===== config.mk =====
export PLATFORM = sky130hd
export DESIGN_NAME = flr_recorder
export DESIGN_NICKNAME = d
export VERILOG_FILES = /design/src/design/flr_pkg.sv /design/src/design/flr_store.sv /design/src/design/flr_recorder.sv
export VERILOG_INCLUDE_DIRS = /design/src /design/src/design
export SDC_FILE = /design/constraint.sdc
export NUM_CORES = 2
export LEC_CHECK = 0
export BUFFER_PORTS_ARGS = -buffer_cell sky130_fd_sc_hd__buf_4
export CAP_MARGIN = 20
export CORE_ASPECT_RATIO = 0.9
export CORE_MARGIN = 2
export CORE_UTILIZATION = 50
export CTS_BUF_LIST = sky130_fd_sc_hd__clkbuf_16
export CTS_CLUSTER_SIZE = 8
export DETAILED_ROUTE_END_ITERATION = 8
export GPL_TIMING_DRIVEN = 0
export PLACE_DENSITY = 0.66
export SYNTH_ARGS = -nofsm -noshare
export SYNTH_HDL_FRONTEND = slang
export SYNTH_HIERARCHICAL = 1
export SYNTH_SLANG_ARGS = --single-unit

===== constraint.sdc =====
create_clock -name clock_i -period 20.7 [get_ports clock_i]
set_input_delay 2.07 -clock clock_i [delete_from_list [all_inputs] [get_ports clock_i]]
set_output_delay 2.07 -clock clock_i [all_outputs]
set_load 0.1 [all_outputs]

===== src/design/flr_cfg.svh =====
// Constants of the fault record recorder: command codes, record layout, timing.
// Assumes an including file that needs them as plain macros.
`ifndef FLR_CFG_SVH
`define FLR_CFG_SVH

// Command codes seen on the management bus.
`define FLR_CMD_READ      8'hee
`define FLR_CMD_SAVE      8'hea
`define FLR_CMD_ERASE     8'hec

// Record layout, byte positions within the 147-byte block.
`define FLR_REC_LEN       8'h93
`define FLR_LAST_IDX      8'h92
`define FLR_POS_SOURCE    8'h04
`define FLR_POS_TS_FIRST  8'h05
`define FLR_POS_TS_LAST   8'h0a
`define FLR_POS_VPK0_HI   8'h0b
`define FLR_POS_VPK0_LO   8'h0c
`define FLR_POS_VPK1_HI   8'h0d
`define FLR_POS_VPK1_LO   8'h0e
`define FLR_POS_IPK0_HI   8'h0f
`define FLR_POS_IPK0_LO   8'h10
`define FLR_POS_IPK1_HI   8'h11
`define FLR_POS_IPK1_LO   8'h12
`define FLR_PAGE4_START   8'h57
`define FLR_PAGE5_START   8'h6b
`define FLR_PAGE_LEN      8'h14

// Preface characters; the values are arbitrary.
`define FLR_PREFACE0      8'h46
`define FLR_PREFACE1      8'h52
`define FLR_PREFACE2      8'h30
`define FLR_PREFACE3      8'h31

// Non-volatile presence marker kept beyond the record.
`define FLR_MARK_ADDR     8'h93
`define FLR_MARK_VAL      8'ha5
`define FLR_MARK_NONE     8'h00
`define FLR_STORE_DEPTH   148

// Die temperature hysteresis in degrees Celsius, signed 10 bits.
`define FLR_TEMP_HOT      10'sh082
`define FLR_TEMP_COOL     10'sh07d

// Timing: clock period, up-time tick and the early window after power-up.
`define FLR_CLK_NS        20
`define FLR_TICK_NS       200000
`define FLR_TICK_CYCLES   (`FLR_TICK_NS / `FLR_CLK_NS)
`define FLR_TICK_US       200
`define FLR_EARLY_US      1000000
`define FLR_EARLY_TICKS   (`FLR_EARLY_US / `FLR_TICK_US)

`endif


===== src/design/flr_pkg.sv =====
// Types shared by the fault record recorder files.
// Assumes the configuration header is on the include path.
package flr_pkg;
    typedef enum logic [2:0] {
        S_BOOT,
        S_BOOT_WAIT,
        S_IDLE,
        S_CAP,
        S_MARK,
        S_ERASE,
        S_RD_SEND,
        S_RD_LOAD
    } flr_state_t;

    typedef logic [7:0] flr_byte_t;
endpackage


===== src/design/flr_store.sv =====
// Byte store standing in for the non-volatile fault record area.
// Assumes one writer and one reader on the same clock; contents have no reset.
`timescale 1ns/100ps
module flr_store
    import flr_pkg::*;
#(
    parameter int DEPTH = 148,
    parameter int AW    = 8
) (
    input  wire logic          clock_i,
    input  wire logic          we_i,
    input  wire logic [AW-1:0] waddr_i,
    input  wire flr_byte_t     wdata_i,
    input  wire logic          re_i,
    input  wire logic [AW-1:0] raddr_i,
    output flr_byte_t          rdata_o
);
    // Contents deliberately escape reset so that they behave as non-volatile.
    flr_byte_t mem_q [DEPTH];
    flr_byte_t rdata_q;

    always_ff @(posedge clock_i) begin
        if (we_i) begin
            mem_q[waddr_i] <= wdata_i;
        end
    end

    always_ff @(posedge clock_i) begin
        if (re_i) begin
            rdata_q <= mem_q[raddr_i];
        end
    end

    assign rdata_o = rdata_q;
endmodule


===== src/design/flr_recorder.sv =====
// Fault record recorder: capture of the fault record into storage and block readout.
// Assumes commands, telemetry and fault events come from logic on clock_i.
`timescale 1ns/100ps
`include "flr_cfg.svh"
module flr_recorder
    import flr_pkg::*;
#(
    parameter int TICK_CYCLES = `FLR_TICK_CYCLES
) (
    input  wire logic              clock_i,
    input  wire logic              resetn_i,
    input  wire logic              cmd_valid_i,
    output logic                   cmd_ready_o,
    input  wire flr_byte_t         cmd_code_i,
    input  wire logic              cmd_read_i,
    input  wire logic              cmd_has_data_i,
    output logic                   cmd_refused_o,
    output logic                   rd_valid_o,
    input  wire logic              rd_ready_i,
    output flr_byte_t              rd_byte_o,
    output logic                   rd_last_o,
    input  wire logic              fault_event_i,
    input  wire flr_byte_t         fault_source_i,
    input  wire logic              fault_log_enable_i,
    output logic                   fault_status_o,
    input  wire logic              module_reset_i,
    input  wire logic signed [9:0] die_temp_i,
    input  wire logic              telem_valid_i,
    input  wire logic [15:0]       vout0_i,
    input  wire logic [15:0]       vout1_i,
    input  wire logic [15:0]       iout0_i,
    input  wire logic [15:0]       iout1_i,
    input  wire logic              peak_reset_i,
    output flr_byte_t              ram_log_addr_o,
    input  wire flr_byte_t         ram_log_byte_i,
    output logic                   record_present_o,
    output logic                   record_early_o,
    output logic                   busy_o
);
    flr_state_t  state_q;
    flr_byte_t   idx_q;
    flr_byte_t   rd_byte_q;
    logic        rd_last_q;
    logic        present_q;
    logic        from_ram_q;
    logic        early_q;
    logic        hot_q;
    logic        pend_q;
    flr_byte_t   src_q;
    logic [47:0] ts_q;
    logic [47:0] uptime_q;
    logic [13:0] div_q;
    logic        tick;
    logic        refused_q;
    logic        status_q;
    logic [15:0] vpk0_q;
    logic [15:0] vpk1_q;
    logic [15:0] ipk0_q;
    logic [15:0] ipk1_q;
    logic        accept;
    logic        is_read;
    logic        is_save;
    logic        is_erase;
    logic        save_ok;
    logic        st_we;
    flr_byte_t   st_waddr;
    flr_byte_t   st_wdata;
    logic        st_re;
    flr_byte_t   st_raddr;
    flr_byte_t   st_rdata;
    flr_byte_t   hdr_byte;
    flr_byte_t   page_off;

    ////////////////////////////////////////////////////////////////////////////////
    // Command decode.

    assign cmd_ready_o = (state_q == S_IDLE) && !pend_q;
    assign accept      = cmd_valid_i && cmd_ready_o;
    // only a block read selects readout.
    assign is_read     = accept && (cmd_code_i == `FLR_CMD_READ) && cmd_read_i;
    assign is_save     = accept && (cmd_code_i == `FLR_CMD_SAVE) && !cmd_read_i
                         && !cmd_has_data_i;
    assign save_ok     = is_save && !hot_q;
    assign is_erase    = accept && (cmd_code_i == `FLR_CMD_ERASE) && !cmd_read_i
                         && !cmd_has_data_i;

    always_ff @(posedge clock_i or negedge resetn_i) begin
        if (!resetn_i) begin
            refused_q <= 1'b0;
        end else begin
            refused_q <= accept
                         && ((cmd_code_i == `FLR_CMD_READ && !cmd_read_i)
                             || ((cmd_code_i == `FLR_CMD_SAVE
                                  || cmd_code_i == `FLR_CMD_ERASE)
                                 && (cmd_read_i || cmd_has_data_i))
                             || (is_save && hot_q));
        end
    end

    // status pulse on an accepted force-save while fault_log_enable_i is high.
    always_ff @(posedge clock_i or negedge resetn_i) begin
        if (!resetn_i) begin
            status_q <= 1'b0;
        end else begin
            status_q <= save_ok && fault_log_enable_i;
        end
    end

    // hysteresis between 130 and 125 degrees.
    always_ff @(posedge clock_i or negedge resetn_i) begin
        if (!resetn_i) begin
            hot_q <= 1'b0;
        end else if (die_temp_i > `FLR_TEMP_HOT) begin
            hot_q <= 1'b1;
        end else if (die_temp_i < `FLR_TEMP_COOL) begin
            hot_q <= 1'b0;
        end
    end

    ////////////////////////////////////////////////////////////////////////////////
    // Up-time counter and peaks.

    // fixed divider from the controller clock.
    assign tick = (div_q == 14'(TICK_CYCLES - 1));

    always_ff @(posedge clock_i or negedge resetn_i) begin
        if (!resetn_i) begin
            div_q <= 14'h0000;
        end else if (module_reset_i || tick) begin
            div_q <= 14'h0000;
        end else begin
            div_q <= div_q + 14'h0001;
        end
    end

    // binary count of 200 us ticks.
    always_ff @(posedge clock_i or negedge resetn_i) begin
        if (!resetn_i) begin
            uptime_q <= 48'h0;
        end else if (module_reset_i) begin
            uptime_q <= 48'h0;
        end else if (tick) begin
            uptime_q <= uptime_q + 48'h1;
        end
    end

    // Peaks compare raw words unsigned, so a current below zero in signed form is tracked as a large peak.
    always_ff @(posedge clock_i or negedge resetn_i) begin
        if (!resetn_i) begin
            vpk0_q <= 16'h0000;
            vpk1_q <= 16'h0000;
            ipk0_q <= 16'h0000;
            ipk1_q <= 16'h0000;
        end else if (peak_reset_i) begin
            vpk0_q <= 16'h0000;
            vpk1_q <= 16'h0000;
            ipk0_q <= 16'h0000;
            ipk1_q <= 16'h0000;
        end else if (telem_valid_i) begin
            vpk0_q <= (vout0_i > vpk0_q) ? vout0_i : vpk0_q;
            vpk1_q <= (vout1_i > vpk1_q) ? vout1_i : vpk1_q;
            ipk0_q <= (iout0_i > ipk0_q) ? iout0_i : ipk0_q;
            ipk1_q <= (iout1_i > ipk1_q) ? iout1_i : ipk1_q;
        end
    end

    // A fault is held pending so one that arrives during a transfer is not lost.
    // Events during a capture are dropped, so the header being written stays whole.
    always_ff @(posedge clock_i or negedge resetn_i) begin
        if (!resetn_i) begin
            pend_q <= 1'b0;
            src_q  <= 8'h00;
            ts_q   <= 48'h0;
        end else if ((fault_event_i || save_ok) && state_q != S_CAP) begin
            pend_q <= 1'b1;
            src_q  <= fault_event_i ? fault_source_i : 8'h00;
            ts_q   <= uptime_q;
        end else if (state_q == S_IDLE) begin
            pend_q <= 1'b0;
        end
    end

    ////////////////////////////////////////////////////////////////////////////////
    // Record header bytes.

    always_comb begin
        hdr_byte = ram_log_byte_i;
        unique case (idx_q)
            8'h00: hdr_byte = `FLR_PREFACE0;
            8'h01: hdr_byte = `FLR_PREFACE1;
            8'h02: hdr_byte = `FLR_PREFACE2;
            8'h03: hdr_byte = `FLR_PREFACE3;
            // source then timestamp, least significant first.
            `FLR_POS_SOURCE: hdr_byte = src_q;
            8'h05: hdr_byte = ts_q[7:0];
            8'h06: hdr_byte = ts_q[15:8];
            8'h07: hdr_byte = ts_q[23:16];
            8'h08: hdr_byte = ts_q[31:24];
            8'h09: hdr_byte = ts_q[39:32];
            `FLR_POS_TS_LAST: hdr_byte = ts_q[47:40];
            // channel 0 voltage peak, high first.
            `FLR_POS_VPK0_HI: hdr_byte = vpk0_q[15:8];
            `FLR_POS_VPK0_LO: hdr_byte = vpk0_q[7:0];
            // channel 1 voltage peak, high first.
            `FLR_POS_VPK1_HI: hdr_byte = vpk1_q[15:8];
            `FLR_POS_VPK1_LO: hdr_byte = vpk1_q[7:0];
            // current peaks kept in linear 11 words.
            `FLR_POS_IPK0_HI: hdr_byte = ipk0_q[15:8];
            `FLR_POS_IPK0_LO: hdr_byte = ipk0_q[7:0];
            `FLR_POS_IPK1_HI: hdr_byte = ipk1_q[15:8];
            `FLR_POS_IPK1_LO: hdr_byte = ipk1_q[7:0];
            default: hdr_byte = ram_log_byte_i;
        endcase
    end

    assign ram_log_addr_o = idx_q;

    ////////////////////////////////////////////////////////////////////////////////
    // Sequencer for boot, capture, erase and readout.

    // pages five and six of a record found at boot read back as page four.
    assign page_off = (idx_q - `FLR_PAGE5_START >= `FLR_PAGE_LEN)
                      ? idx_q - `FLR_PAGE5_START - `FLR_PAGE_LEN
                      : idx_q - `FLR_PAGE5_START;

    always_comb begin
        st_we    = 1'b0;
        st_waddr = idx_q;
        st_wdata = hdr_byte;
        st_re    = 1'b0;
        st_raddr = idx_q;
        unique case (state_q)
            S_BOOT: begin
                st_re    = 1'b1;
                st_raddr = `FLR_MARK_ADDR;
            end
            // copy of the RAM record into storage.
            S_CAP: st_we = 1'b1;
            S_MARK: begin
                st_we    = 1'b1;
                st_waddr = `FLR_MARK_ADDR;
                st_wdata = `FLR_MARK_VAL;
            end
            S_ERASE: begin
                st_we    = 1'b1;
                st_waddr = `FLR_MARK_ADDR;
                st_wdata = `FLR_MARK_NONE;
            end
            S_RD_SEND: begin
                st_re = rd_ready_i && !rd_last_q;
                if (!from_ram_q && idx_q >= `FLR_PAGE5_START) begin
                    st_raddr = `FLR_PAGE4_START + page_off;
                end
            end
            default: st_re = 1'b0;
        endcase
    end

    always_ff @(posedge clock_i or negedge resetn_i) begin
        if (!resetn_i) begin
            state_q   <= S_BOOT;
            idx_q     <= 8'h00;
            rd_byte_q <= 8'h00;
            rd_last_q <= 1'b0;
        end else begin
            unique case (state_q)
                S_BOOT:      state_q <= S_BOOT_WAIT;
                S_BOOT_WAIT: state_q <= S_IDLE;
                S_IDLE: begin
                    idx_q <= 8'h00;
                    // a stored record blocks a new capture.
                    if (pend_q && !present_q) begin
                        state_q <= S_CAP;
                    end else if (is_erase) begin
                        state_q <= S_ERASE;
                    end else if (is_read) begin
                        // zero length when nothing is stored.
                        rd_byte_q <= present_q ? `FLR_REC_LEN : 8'h00;
                        rd_last_q <= !present_q;
                        state_q   <= S_RD_SEND;
                    end
                end
                S_CAP: begin
                    idx_q <= idx_q + 8'h01;
                    if (idx_q == `FLR_LAST_IDX) begin
                        state_q <= S_MARK;
                    end
                end
                S_MARK:  state_q <= S_IDLE;
                S_ERASE: state_q <= S_IDLE;
                S_RD_SEND: begin
                    if (rd_ready_i) begin
                        state_q <= rd_last_q ? S_IDLE : S_RD_LOAD;
                    end
                end
                S_RD_LOAD: begin
                    rd_byte_q <= st_rdata;
                    rd_last_q <= (idx_q == `FLR_LAST_IDX);
                    idx_q     <= idx_q + 8'h01;
                    state_q   <= S_RD_SEND;
                end
            endcase
        end
    end

    // presence follows the stored marker across resets.
    // set at boot from the marker, otherwise only by a completed capture.
    always_ff @(posedge clock_i or negedge resetn_i) begin
        if (!resetn_i) begin
            present_q  <= 1'b0;
            from_ram_q <= 1'b0;
            early_q    <= 1'b0;
        end else if (state_q == S_BOOT_WAIT) begin
            present_q <= (st_rdata == `FLR_MARK_VAL);
        end else if (state_q == S_MARK) begin
            present_q  <= 1'b1;
            from_ram_q <= 1'b1;
            // capture inside the first second is flagged.
            early_q    <= (ts_q < 48'(`FLR_EARLY_TICKS));
        end else if (state_q == S_ERASE) begin
            present_q  <= 1'b0;
            from_ram_q <= 1'b0;
            early_q    <= 1'b0;
        end
    end

    flr_store #(
        .DEPTH (`FLR_STORE_DEPTH),
        .AW    (8)
    ) u_store (
        .clock_i (clock_i),
        .we_i    (st_we),
        .waddr_i (st_waddr),
        .wdata_i (st_wdata),
        .re_i    (st_re),
        .raddr_i (st_raddr),
        .rdata_o (st_rdata)
    );

    assign rd_valid_o       = (state_q == S_RD_SEND);
    assign rd_byte_o        = rd_byte_q;
    assign rd_last_o        = rd_last_q;
    assign cmd_refused_o    = refused_q;
    assign fault_status_o   = status_q;
    assign record_present_o = present_q;
    assign record_early_o   = early_q;
    assign busy_o           = (state_q != S_IDLE);
endmodule


==> metrics.txt <==
Hold Path Class=reg -> reg; htree depth=4; Reg clk slew, reported paths=0.05 ns; number of global-route vias before repair=36000; core area=0.1189 mm^2; initial antenna violation count=3; count of non-filler cells in the finished layout=5897; area fraction in compound gates after synthesis=7.127%; simple-gate share of the synthesized area=6.678%; Via density=6.273; asr flop ratio synth=14.92%; post-CTS setup buffers=0; CTS Buf Count=193; area occupied by multi-input gates=0.01737 mm^2; Routability Congestion=0.9572; largest family of logic cells by synthesized area=multiplexers; share of power burned in registers=51.2%; Pre-antenna DRT Iters=7; CTS root buf=clkbuf_16; synth unique cells=89; Worst Path Arrival=8.51 ns; P per Cell Area=87.64 mW/mm^2; Synth Area in Adders=1.526%; Area growth, synth to finish=15.51%; Cells after Synth=3879; row cnt=120; grt met1 use=41.42%; largest buffer count on any clock path=3; DR iter-0 viols=4932; max_slew headroom=8.702%; Seq/Total Area, Yosys=68.53%; gr busiest metal=met1; Die ar.=0.1225 mm^2; combinational share of power=2.8%; global-route met2 utilization=40.75%; number of synthesized flops with an enable pin=1192; post-synthesis mux area share=12.55%; status=finished clean; Avg Cell Area, Syn=15.43 um^2; Sw Ratio=20.48%; Placed Cells=5643; CP endpoint kind=flip-flop; Top FF cell, synth=edfxtp_1; final net count=4438; share of layout cells above drive strength 1=17.10%; Clk pwr share=46.0%; Die Span Y=332.3 um; largest net degree at the start of global routing=116; cell area after layout=0.06915 mm^2; syn nets=4061; setup tns final=0 ns; net switching power=1.241 mW; num ports=133; Die Wd=368.7 um; M3 GR Usage=6.926%; max-cap viol count=0; DP HPWL=121500 um; Yosys reg bits=1401; port bufs=131; gr usage total=28.16%; Critical Path Start Type=flip-flop; Setup CP Type=reg -> reg; Final Skew=0.03257 ns; Post-route DRC=0; Slew Limit Fails=0; period utilisation layout=38.83%; # hold bufs at CTS=0; placed inst area=0.06387 mm^2; Post-Syn Area=0.05986 mm^2; total gr overflow=0; fillers=9202; Yosys top cell area share=59.79%; Initial Util=50.34%; Post-DRT Antenna Nets=0; Synth area leaders=edfxtp_1 60%, dfrtp_1 8.7%, mux2i_1 5.5%; Vias=36990; post-cts gate resize count=0; top-count cell post-synth=edfxtp_1; Syn. warnings=6; final hold violation count=0; worst hold margin=0.4524 ns; WL per Instance=29.39 um; post-layout min period=8.038 ns; worst vdd ir=0.06545 mV; RSZ-0062 raised after global routing=false; Setup Viol. Count Final=0; Clk Latency, worst-skew pair=0.80 ns; post-synthesis xor/xnor area fraction=0.9175%; clk sink count=1401; first-pass GRT wire length=248800 um; worst slew pin tran=1.355 ns; Reg area=0.04102 mm^2; Internal Pwr Total=4.819 mW; f_max=124.4 MHz; Yosys top cell by area=edfxtp_1; Crit Path Max Fanout=10; CTS tree=built; Worst Path Required=21.17 ns; Post-Route WL=173300 um; Synth top cells by count=1192 x edfxtp_1, 344 x nor2_1, 330 x mux2i_1; Pleak=26.06 nW
==> cell type report <==
| cell class | instances | share of cell area (%) |
|---|---|---|
| sequential | 1401 | 59.33 |
| multi-input combinational | 2176 | 25.12 |
| clock buffer | 197 | 7.129 |
| tap | 1586 | 2.870 |
| timing repair buffer | 182 | 2.801 |
| buffer | 216 | 1.844 |
| inverter | 86 | 0.4668 |
| clock inverter | 51 | 0.4343 |
| antenna | 2 | 0.007238 |
==> path summary, 6_finish.rpt <==
| path | end | slack [ns] | start | depth (start not counted) |
|---|---|---|---|---|
| hold / removal | div_q[0] | 0.45 | div_q[0] | 1 |
| setup reg to reg | u_store/rdata_o[4] | 12.66 | ram_log_addr_o[2] | 19 |
| max in group asynchronous | ipk1_q[14] | 18.27 | resetn_i | 2 |
| hold reg to reg | div_q[0] | 0.45 | div_q[0] | 1 |
| min in group asynchronous | uptime_q[3] | 1.35 | resetn_i | 1 |
| setup / recovery | u_store/rdata_o[4] | 12.66 | ram_log_addr_o[2] | 19 |
==> worst max-delay path, stage by stage (launching register included) <==
cell,delay (ns)
dfrtp_1,0.34
clkbuf_1,0.32
clkbuf_1,0.54
o21ai_0,0.20
nand2_1,0.16
ha_1,0.15
clkbuf_1,0.33
a21oi_1,0.14
a21oi_1,0.20
buf_2,0.25
a31oi_1,0.09
o21ai_0,1.05
buf_2,0.54
buf_2,0.46
clkbuf_1,0.71
buf_2,0.45
a211oi_1,0.17
a211oi_1,0.60
a21oi_1,0.22
a2111oi_2,0.77
==> cells in the final DEF (no fill, tap or decap), types with 91 or more instances in the layout <==
master / n
nand2_1: 264
nor2_1: 344
clkbuf_16: 197
o21ai_0: 91
edfxtp_1: 1192
dfrtp_1: 209
mux4_2: 146
mux2i_1: 330
clkbuf_1: 121
inv_1: 125
buf_4: 149
==> stage by stage <==
stage	worst slack, ns	util (%)	power [mW]
floorplan	12.58	-	3.236
global route	12.68	58.15	6.228
CTS	13.04	58.11	6.100
finish	12.66	58.15	6.061
detailed placement	13.08	53.71	3.321
global placement	5.606	52.84	3.320
==> metal layers <==
| layer | share of wire [%] | wire length [um] | vias to the layer above |
|---|---|---|---|
| met5 | 0.017 | 30 | - |
| met2 | 44 | 75680 | 1936 |
| met1 | 42 | 73060 | 18950 |
| met4 | 3.5 | 6027 | 4 |
| met3 | 11 | 18530 | 319 |
| li1 | - | - | 15790 |
==> cell families (layout without fill, tap and decap cells) <==
group,Yosys count,after routing
compound gates,606,606
xor+xnor,61,61
fa+ha+maj,73,73
buf+inv,302,732
flops,1401,1401
mux,558,558
other cells,0,2
simple gates,878,878
==> sequential cells by signal (all words and copies together), names as in the netlist, 3 cells and up <==
name / cells
u_store/rdata_o: 8
ts_q: 48
u_store/mem_q: 1184
src_q: 8
uptime_q: 48
rd_byte_o: 8
vpk1_q: 16
ipk1_q: 16
state_q: 3
ipk0_q: 16
div_q: 14
ram_log_addr_o: 8
vpk0_q: 16
==> power by group through the flow <==
stage	Sequential [mW]	Clock, mW	Combinational, mW
4_1_cts	3.10	2.83	0.170
3_5_place_dp	3.15	0	0.169
2_1_floorplan	3.15	0	0.0819
3_3_place_gp	3.18	0	0.144
6_report	3.10	2.79	0.169
5_1_grt	3.10	2.94	0.187
Power figures use the tool's default switching activity.
